<file path="config.mk">
export PLATFORM = sky130hd
export DESIGN_NAME = sfsp_device_flat
export DESIGN_NICKNAME = d
export VERILOG_FILES = /design/src/core/sfsp_pkg.sv /design/src/core/sfsp_link_if.sv /design/src/core/sfsp_device.sv /design/src/flat_wrapper.sv
export SDC_FILE = /design/constraint.sdc
export NUM_CORES = 2
export LEC_CHECK = 0
export BUFFER_PORTS_ARGS = -buffer_cell sky130_fd_sc_hd__buf_2
export CELL_PAD_IN_SITES_DETAIL_PLACEMENT = 0
export CELL_PAD_IN_SITES_GLOBAL_PLACEMENT = 2
export CORE_ASPECT_RATIO = 0.7
export CORE_MARGIN = 2
export CORE_UTILIZATION = 47
export CTS_CLUSTER_SIZE = 12
export DETAILED_ROUTE_END_ITERATION = 8
export PLACE_DENSITY = 0.81
export REMOVE_ABC_BUFFERS = 1
export SLEW_MARGIN = 20
export SYNTH_ARGS = -nofsm -noshare
export SYNTH_HDL_FRONTEND = slang
export SYNTH_SLANG_ARGS = --single-unit
</file>
<file path="constraint.sdc">
create_clock -name sys_clk -period 2.9 [get_ports sys_clk]
set_input_delay 0.29 -clock sys_clk [delete_from_list [all_inputs] [get_ports sys_clk]]
set_output_delay 0.29 -clock sys_clk [all_outputs]
set_load 0.1 [all_outputs]
</file>
<file path="src/core/sfsp_pkg.sv">
// shared constants and types for the serial flash front end, both ends
// assumes a single 250 MHz system clock on each end
`default_nettype none

package sfsp_pkg;
  // ----------------------------------------
  // clocking
  // ----------------------------------------
  localparam int SYS_PERIOD_NS  = 4;
  localparam int SYS_MHZ        = 250;
  localparam int SCK_MAX_MHZ    = 66;
  localparam int LINK_PERIOD_NS = 80;
  // least half period that keeps sck at or under its ceiling
  localparam int HALF_MIN       = (SYS_MHZ + 2 * SCK_MAX_MHZ - 1) / (2 * SCK_MAX_MHZ);
  localparam int HALF_CYCLES    = LINK_PERIOD_NS / (2 * SYS_PERIOD_NS);
  localparam int SYNC_STAGES    = 3;

  // ----------------------------------------
  // framing and memory layout
  // ----------------------------------------
  localparam int BYTE_BITS      = 8;
  localparam int HDR_BYTES      = 4;
  localparam int PAGE_SMALL     = 256;
  localparam int PAGE_LARGE     = 264;
  localparam int PAGE_COUNT     = 512;
  localparam int PAGE_AW        = 9;
  localparam int SELF_TIME_NS   = 2000;
  localparam int SELF_CYCLES    = (SELF_TIME_NS + SYS_PERIOD_NS - 1) / SYS_PERIOD_NS;
  localparam int FIFO_DEPTH     = 4;

  typedef enum logic [1:0] {
    SFSP_MODE0 = 2'b00,
    SFSP_MODE3 = 2'b11
  } sfsp_mode_e;

  typedef enum logic [1:0] {
    SFSP_H_IDLE  = 2'b00,
    SFSP_H_SHIFT = 2'b01,
    SFSP_H_TAIL  = 2'b11,
    SFSP_H_GAP   = 2'b10
  } sfsp_hstate_e;

  // a change on a pin counts once the second and third stages agree
  function automatic logic sfsp_filt(input logic [2:0] s, input logic prev);
    return (s[1] == s[2]) ? s[2] : prev;
  endfunction : sfsp_filt
endpackage : sfsp_pkg

`default_nettype wire

</file>
<file path="src/core/sfsp_link_if.sv">
// four-wire link between host end and device end
// the output line is modelled as pulled high while the device does not drive it
`default_nettype none

interface sfsp_link_if;
  logic csN;
  logic sck;
  logic si;
  logic soOut;
  logic soOeN;
  logic soLevel;

  assign soLevel = soOeN ? 1'b1 : soOut;

  modport dev  (input csN, input sck, input si, output soOut, output soOeN);
  modport host (output csN, output sck, output si, input soLevel);
endinterface : sfsp_link_if

`default_nettype wire

</file>
<file path="src/core/sfsp_device.sv">
// device end of the serial flash link: pin sampling, framing, page buffer
// assumes link pins are asynchronous to sys_clk and sck is slow enough to be sampled
`default_nettype none

// ----------------------------------------
// small valid/ready fifo
// ----------------------------------------
module sfsp_fifo #(
  parameter int W = 8,
  parameter int D = 4
) (
  // clock and reset
  input  wire logic         sys_clk,
  input  wire logic         rst_n,
  // fill side
  input  wire logic         inValid,
  output logic              inReady,
  input  wire logic [W-1:0] inData,
  // drain side
  output logic              outValid,
  input  wire logic         outReady,
  output logic [W-1:0]      outData
);
  localparam int AW = $clog2(D);
  localparam int CW = $clog2(D + 1);
  typedef struct packed {
    logic [D-1:0][W-1:0] mem;
    logic [AW-1:0]       wp;
    logic [AW-1:0]       rp;
    logic [CW-1:0]       cnt;
  } sfsp_fifo_s;
  sfsp_fifo_s st_ff, nxt_st;

  assign inReady  = (st_ff.cnt != CW'(D));
  assign outValid = (st_ff.cnt != '0);
  assign outData  = st_ff.mem[st_ff.rp];

  always_comb begin
    nxt_st = st_ff;
    if (inValid && inReady) begin
      nxt_st.mem[st_ff.wp] = inData;
      nxt_st.wp = (st_ff.wp == AW'(D - 1)) ? '0 : st_ff.wp + AW'(1);
    end
    if (outValid && outReady) begin
      nxt_st.rp = (st_ff.rp == AW'(D - 1)) ? '0 : st_ff.rp + AW'(1);
    end
    nxt_st.cnt = st_ff.cnt + CW'(inValid && inReady) - CW'(outValid && outReady);
  end

  always_ff @(posedge sys_clk or negedge rst_n) begin
    if (!rst_n) begin
      st_ff <= '0;
    end else begin
      st_ff <= nxt_st;
    end
  end
endmodule : sfsp_fifo

// Behaviour
// - idle clock level low or high both work
// - host keeps sck at or below 66 MHz
// - select falls to start, rises to end
// - output released while deselected
// - input ignored while deselected
// - deselect enters standby, never deep power-down
// - standby waits for self-timed work
// - input sampled on sck rising edge
// - output changes on sck falling edge
// - host sends everything on one input line
// - page size 256 or 264, factory 256
// - memory holds 512 pages
// - one buffer the length of a page
// - program and erase are self-timed
// - all bytes travel msb first
// - host sends opcode then address
// - reset aborts and holds logic idle
module sfsp_device
  import sfsp_pkg::*;
#(
  parameter bit FACTORY_256 = 1'b0,
  parameter int SELF_TIME   = SELF_CYCLES
) (
  // clock and reset
  input  wire logic                 sys_clk,
  input  wire logic                 rst_n,
  // link
  sfsp_link_if.dev                  link,
  // configuration
  input  wire logic                 cfgPageLarge,
  // received bytes
  output logic                      rxValid,
  input  wire logic                 rxReady,
  output logic [BYTE_BITS-1:0]      rxData,
  output logic                      rxOverrun,
  input  wire logic                 clrOverrun,
  // bytes to send
  input  wire logic [BYTE_BITS-1:0] txData,
  output logic                      txTake,
  // page buffer and array address
  input  wire logic [PAGE_AW-1:0]   bufRdAddr,
  output logic [BYTE_BITS-1:0]      bufRdData,
  output logic [PAGE_AW-1:0]        pageAddr,
  // self-timed work and power state
  input  wire logic                 workStart,
  output logic                      busy,
  output logic                      standby,
  output logic                      deepPowerDown
);
  localparam int TW = $clog2(SELF_TIME + 1);
  typedef struct packed {
    logic [SYNC_STAGES-1:0]               csS;
    logic [SYNC_STAGES-1:0]               sckS;
    logic [SYNC_STAGES-1:0]               siS;
    logic                                 csF;
    logic                                 sckF;
    logic                                 siF;
    logic [BYTE_BITS-1:0]                 rxSh;
    logic [2:0]                           bitCnt;
    logic                                 sawRise;
    logic [2:0]                           hdrCnt;
    logic [BYTE_BITS-1:0]                 txSh;
    logic                                 soOut;
    logic                                 soOeN;
    logic                                 txTake;
    logic                                 pend;
    logic [BYTE_BITS-1:0]                 pendData;
    logic                                 overrun;
    logic [PAGE_AW-1:0]                   bufPtr;
    logic [PAGE_LARGE-1:0][BYTE_BITS-1:0] mem;
    logic [BYTE_BITS-1:0]                 rdData;
    logic [PAGE_AW-1:0]                   pageAddr;
    logic [TW-1:0]                        workCnt;
  } sfsp_dev_s;
  sfsp_dev_s st_ff, nxt_st;

  logic                 pushReady;
  logic [PAGE_AW-1:0]   pageLast;
  logic                 csNow;
  logic                 sckNow;
  logic                 siNow;
  logic [BYTE_BITS-1:0] rxByte;
  logic [BYTE_BITS-1:0] txNext;

  // ----------------------------------------
  // receive fifo toward the user
  // ----------------------------------------
  sfsp_fifo #(.W(BYTE_BITS), .D(FIFO_DEPTH)) u_rxFifo (
    .sys_clk  (sys_clk),
    .rst_n    (rst_n),
    .inValid  (st_ff.pend),
    .inReady  (pushReady),
    .inData   (st_ff.pendData),
    .outValid (rxValid),
    .outReady (rxReady),
    .outData  (rxData)
  );

  // factory option forces the small page
  assign pageLast = (FACTORY_256 || !cfgPageLarge) ? PAGE_AW'(PAGE_SMALL - 1)
                                                   : PAGE_AW'(PAGE_LARGE - 1);

  assign link.soOut    = st_ff.soOut;
  assign link.soOeN    = st_ff.soOeN;
  assign rxOverrun     = st_ff.overrun;
  assign txTake        = st_ff.txTake;
  assign bufRdData     = st_ff.rdData;
  assign pageAddr      = st_ff.pageAddr;
  assign busy          = (st_ff.workCnt != '0);
  assign standby       = st_ff.csF && !busy;
  assign deepPowerDown = 1'b0;

  // ----------------------------------------
  // next state
  // ----------------------------------------
  always_comb begin
    nxt_st = st_ff;
    nxt_st.csS  = {st_ff.csS[1:0], link.csN};
    nxt_st.sckS = {st_ff.sckS[1:0], link.sck};
    nxt_st.siS  = {st_ff.siS[1:0], link.si};
    csNow  = sfsp_filt(st_ff.csS, st_ff.csF);
    sckNow = sfsp_filt(st_ff.sckS, st_ff.sckF);
    siNow  = sfsp_filt(st_ff.siS, st_ff.siF);
    nxt_st.csF  = csNow;
    nxt_st.sckF = sckNow;
    nxt_st.siF  = siNow;
    nxt_st.txTake = 1'b0;
    rxByte = {st_ff.rxSh[BYTE_BITS-2:0], siNow};
    txNext = (st_ff.bitCnt == '0) ? txData : {st_ff.txSh[BYTE_BITS-2:0], 1'b0};

    if (st_ff.pend && pushReady) begin
      nxt_st.pend = 1'b0;
    end
    if (clrOverrun) begin
      nxt_st.overrun = 1'b0;
    end

    if (st_ff.csF && !csNow) begin
      // a fresh frame always starts at the first opcode bit
      nxt_st.bitCnt  = '0;
      nxt_st.hdrCnt  = '0;
      nxt_st.bufPtr  = '0;
      nxt_st.sawRise = 1'b0;
      nxt_st.txSh    = txData;
      nxt_st.soOut   = txData[BYTE_BITS-1];
      nxt_st.soOeN   = 1'b0;
      nxt_st.txTake  = 1'b1;
    end else if (csNow) begin
      nxt_st.soOeN = 1'b1;
    end else if (!st_ff.sckF && sckNow) begin
      // only reached while selected, so a deselected line is never shifted in
      nxt_st.rxSh    = rxByte;
      nxt_st.bitCnt  = st_ff.bitCnt + 3'd1;
      nxt_st.sawRise = 1'b1;
      if (st_ff.bitCnt == 3'(BYTE_BITS - 1)) begin
        // user too slow: the older held byte is replaced
        if (st_ff.pend && !pushReady) begin
          nxt_st.overrun = 1'b1;
        end
        nxt_st.pend     = 1'b1;
        nxt_st.pendData = rxByte;
        if (st_ff.hdrCnt < 3'(HDR_BYTES)) begin
          nxt_st.hdrCnt = st_ff.hdrCnt + 3'd1;
          if (st_ff.hdrCnt == 3'd1 || st_ff.hdrCnt == 3'd2) begin
            nxt_st.pageAddr = {st_ff.pageAddr[0], rxByte};
          end
        end else begin
          nxt_st.mem[st_ff.bufPtr] = rxByte;
          nxt_st.bufPtr = (st_ff.bufPtr == pageLast) ? '0 : st_ff.bufPtr + PAGE_AW'(1);
        end
      end
    end else if (st_ff.sckF && !sckNow && st_ff.sawRise) begin
      // a fall before any rise is the mode 3 idle-high lead-in
      nxt_st.txSh   = txNext;
      nxt_st.soOut  = txNext[BYTE_BITS-1];
      nxt_st.txTake = (st_ff.bitCnt == '0);
    end

    nxt_st.rdData = st_ff.mem[bufRdAddr];

    if (workStart) begin
      nxt_st.workCnt = TW'(SELF_TIME);
    end else if (st_ff.workCnt != '0) begin
      nxt_st.workCnt = st_ff.workCnt - TW'(1);
    end
  end

  // ----------------------------------------
  // state register; reset holds everything idle
  // ----------------------------------------
  always_ff @(posedge sys_clk or negedge rst_n) begin
    if (!rst_n) begin
      st_ff <= '0;
      st_ff.csS   <= '1;
      st_ff.csF   <= 1'b1;
      st_ff.soOeN <= 1'b1;
    end else begin
      st_ff <= nxt_st;
    end
  end
endmodule : sfsp_device

`default_nettype wire

</file>
<file path="src/flat_wrapper.sv">
// flat-port wrapper written by rule: the top's interface ports become plain ports
module sfsp_device_flat import sfsp_pkg::*;
#(
  parameter bit FACTORY_256 = 1'b0,
  parameter int SELF_TIME   = SELF_CYCLES
)
  (sys_clk, rst_n, cfgPageLarge, rxValid, rxReady, rxData, rxOverrun, clrOverrun, txData, txTake, bufRdAddr, bufRdData, pageAddr, workStart, busy, standby, deepPowerDown, link_csN, link_sck, link_si, link_soOut, link_soOeN);
  sfsp_link_if link_i ();
  input  wire logic sys_clk;
  input  wire logic rst_n;
  input  wire logic cfgPageLarge;
  output logic rxValid;
  input  wire logic rxReady;
  output logic [BYTE_BITS-1:0] rxData;
  output logic rxOverrun;
  input  wire logic clrOverrun;
  input  wire logic [BYTE_BITS-1:0] txData;
  output logic txTake;
  input  wire logic [PAGE_AW-1:0] bufRdAddr;
  output logic [BYTE_BITS-1:0] bufRdData;
  output logic [PAGE_AW-1:0] pageAddr;
  input  wire logic workStart;
  output logic busy;
  output logic standby;
  output logic deepPowerDown;
  input wire logic [$bits(link_i.csN)-1:0] link_csN;
  input wire logic [$bits(link_i.sck)-1:0] link_sck;
  input wire logic [$bits(link_i.si)-1:0] link_si;
  output wire logic [$bits(link_i.soOut)-1:0] link_soOut;
  output wire logic [$bits(link_i.soOeN)-1:0] link_soOeN;
  assign link_i.csN = link_csN;
  assign link_i.sck = link_sck;
  assign link_i.si = link_si;
  assign link_soOut = link_i.soOut;
  assign link_soOeN = link_i.soOeN;
  sfsp_device #(.FACTORY_256(FACTORY_256), .SELF_TIME(SELF_TIME)) u_core (.sys_clk(sys_clk), .rst_n(rst_n), .link(link_i), .cfgPageLarge(cfgPageLarge), .rxValid(rxValid), .rxReady(rxReady), .rxData(rxData), .rxOverrun(rxOverrun), .clrOverrun(clrOverrun), .txData(txData), .txTake(txTake), .bufRdAddr(bufRdAddr), .bufRdData(bufRdData), .pageAddr(pageAddr), .workStart(workStart), .busy(busy), .standby(standby), .deepPowerDown(deepPowerDown));
endmodule
</file>
==> flow_summary.toml <==
[sta]
setup_viol = 2
max_slew.worst_pin.slew_ps = 1120
whs_ps = 42.2
skew_ps = 56.9
finalHoldViolCount = 0
min_period_ps = 2990
fin_setup_tns_ps = -167
fin_crit_sh_pct = 103
rsz0062_at_grt = "true"
finalMaxSlewViolations = 0
layout_setup_ws_ps = -88.0
fmax_ghz = 0.335
slew_headroom_pct = 25.4

[critical_path]
path_max_fanout = 4
cp.arrival_ps = 2700
cp-end-kind = "primary output"
startpoint_type = "flip-flop"
cp_num_buf_inv = 2
critPathRequiredTime_ps = 2610
crit_slowest_cell = "or4_4"
critPathTopFamily = "simple AND/OR/NAND/NOR gates"
cpPeakStageDelay_ps = 530
crit_chain = "or4_4, or4_4, nor2_4, inv_2, nor2_4, buf_12"
crit_type = "flip-flop to primary output"

[grt]
grt_pass1_wl_mm = 449
grt_max_degree = 138
grt_use_total_pct = 26.8
grt_pass1_vias = 65700
antenna_found_initial = 7
grt_overflow = 0

[synth]
synthCells = 7012
synthArstFlopShare_pct = 100
synth_area_mm2 = 0.103
synth_warnings = 0
postSynthAreaPerCell_um2 = 14.7
synth_edf_count = 0
synth_ff_type = "dfrtp_1"
ys_seq_elements = 2232
synthDistinctLibCells = 82
seq_area_frac_synth_pct = 54.1

[die]
fp.dieW_um = 564
die_area_mm2 = 0.224
core_area_mm2 = 0.218
fp-row-count = 143
die_y_um = 396
initial_utilization_pct = 47.4
ios = 59

[layout]
syn_to_final_growth_pct = 14.3
final_common_cell = "dfrtp_1"
layout.cells.most_common_list = "dfrtp_1, mux2_2, buf_4"
fin_util_pct = 54.2
finalNetCount = 7477
layout-drive-gt1-share_pct = 48.3
fin_area_mm2 = 0.118
stdcell_count = 10400

[run_status]
violations = "negative setup slack"
status = "complete, but fails checks"

[placement]
port-buffer-count = 57
globalplace.congestion = 0.850
post-place-ws_ps = -852
placed_cells = 10100
hpwl_mm = 200
post_dp_cell_area_mm2 = 0.111

[pwr]
p_comb_share_pct = 8.5
p_clk_share_pct = 42.3
finalPower_mw = 64.5
p_int_mw = 48.1
max-vdd-ir-drop_mv = 0.547
p_per_area_mw_per_mm2 = 547
power_leakage_nw = 56.3
swShare_pct = 25.4
netSwitchingPower_mw = 16.4
seqPwrFrac_pct = 49.2

[drt]
routedWlPerCell_um = 28.4
ant_nets = 0
drt_iter0_markers = 5359
routed_via_density = 6.11
dr_total_vias = 63800
drtPass1Iterations = 6
drt-total-wl_mm = 296
drc = 0

[clocking]
cts_tree = "done"
cts.sinks = 2232
numCtsBuffers = 224
clockBufferDepth = 4
cts_max_level = 4
clock_latency_ps = 880
path_clk_slew_ps = 60
root_buffer = "clkbuf_16"

[hold_path]
hold_class = "primary input to async pin"

[flow_run]
cap_viol_max_count = 0
state kept, by name, summed over array words and instances (netlist names):
name                   cells
u_core.pageAddr            9
u_core.link.soOeN          1
u_core.rxOverrun           1
u_core.txTake              1
u_core.nxt_st              6
u_core.st_ff            2159
u_core.link.soOut          1
u_core.rxByte              7
u_core.bufRdData           8
u_core.u_rxFifo.st_ff     39
kinds of logic after synthesis:
family                     after synthesis  share of synthesized area, %
AOI/OAI and AO/OA                      668                          4.04
xor gates and xnor gates                12                         0.102
adders and majority gates               21                         0.257
buffers and inverters                  582                          2.94
DFF                                   2232                          54.1
muxes                                 2623                          33.4
other                                    1                       0.00363
and+or+nand+nor                        873                          5.20
synth_stat cells (all sizes together) (5+ instances only):
cell | count | area share, %
nor4 | 9 | 0.061
nand3 | 277 | 2.7
mux2i | 251 | 2.4
inv | 29 | 0.11
nor2 | 93 | 0.36
a21o | 6 | 0.044
nand2b | 17 | 0.10
and3 | 7 | 0.042
a31oi | 20 | 0.12
mux2 | 1910 | 21
o21ai | 318 | 1.5
a221o | 15 | 0.15
xor2 | 6 | 0.051
a22o | 6 | 0.051
clkbuf | 315 | 1.1
a22oi | 52 | 0.38
nor2b | 15 | 0.091
and2 | 6 | 0.036
ha | 18 | 0.22
a221oi | 52 | 0.47
nor3 | 25 | 0.12
or4 | 6 | 0.044
mux4 | 462 | 10
o221ai | 16 | 0.14
o31ai | 17 | 0.12
or2 | 5 | 0.030
xnor2 | 6 | 0.051
or3 | 9 | 0.055
a211oi | 16 | 0.12
dfrtp | 2227 | 54
dfstp | 5 | 0.13
a21oi | 84 | 0.41
o211ai | 10 | 0.073
buf | 238 | 1.7
o22ai | 23 | 0.14
nand2 | 387 | 1.4
repair_timing:
action	CTS	global route
resized for setup	13	14
setup buffers	4	1
endpoints found under the hold margin	757	0
hold buffers	18	0
pin swaps	2	1
setup endpoints to repair	10	63
final cells by class:
cell class	count	area, um^2
Antenna cell	2	5.00
Inverter	29	114
Clock buffer	323	6390
Timing Repair Buffer	747	7290
Clock inverter	12	146
Fill cell	17500	99700
Multi-Input combinational cell	4198	44600
Tap cell	2900	3630
Sequential cell	2232	55900
power by group through the flow:
stage	registers, mW	clock network (mW)	logic [mW]
4_1_cts	31.7	27.8	5.57
3_5_place_dp	32.3	0	5.53
6_report	31.7	27.3	5.51
2_1_floorplan	32.8	0	1.14
3_3_place_gp	32.3	0	5.45
5_1_grt	31.7	29.1	5.92
layer usage:
| metal | vias to the layer above | part of all wire, % | track usage (%) |
|---|---|---|---|
| met2 | 1800 | 44 | 39.2 |
| met5 | - | 0.0040 | 0 |
| met4 | 2 | 2.3 | 6.11 |
| li1 | 27000 | - | - |
| met3 | 403 | 6.1 | 4.57 |
| met1 | 34700 | 48 | 41.5 |
final timing paths:
kind / to / from / slack, ps / depth (start not counted)
worst max-delay path: standby / u_core.st_ff[6]$_DFFE_PN0P_ / -90 / 6
worst min-delay path: u_core.st_ff[455]$_DFFE_PN0P_ / rst_n / 40 / 2
worst max register to register: u_core.bufRdData[7]$_DFF_PN0_ / u_core.st_ff[729]$_DFFE_PN0P_ / 40 / 9
worst min register to register: u_core.nxt_st[2188]$_DFF_PN0_ / u_core.nxt_st[2187]$_DFF_PN0_ / 350 / 0
max in group asynchronous: u_core.st_ff[1621]$_DFFE_PN0P_ / rst_n / 1640 / 5
min in group sys_clk: u_core.nxt_st[2190]$_DFF_PN0_ / link_sck / 60 / 2
Power figures use the tool's default switching activity.
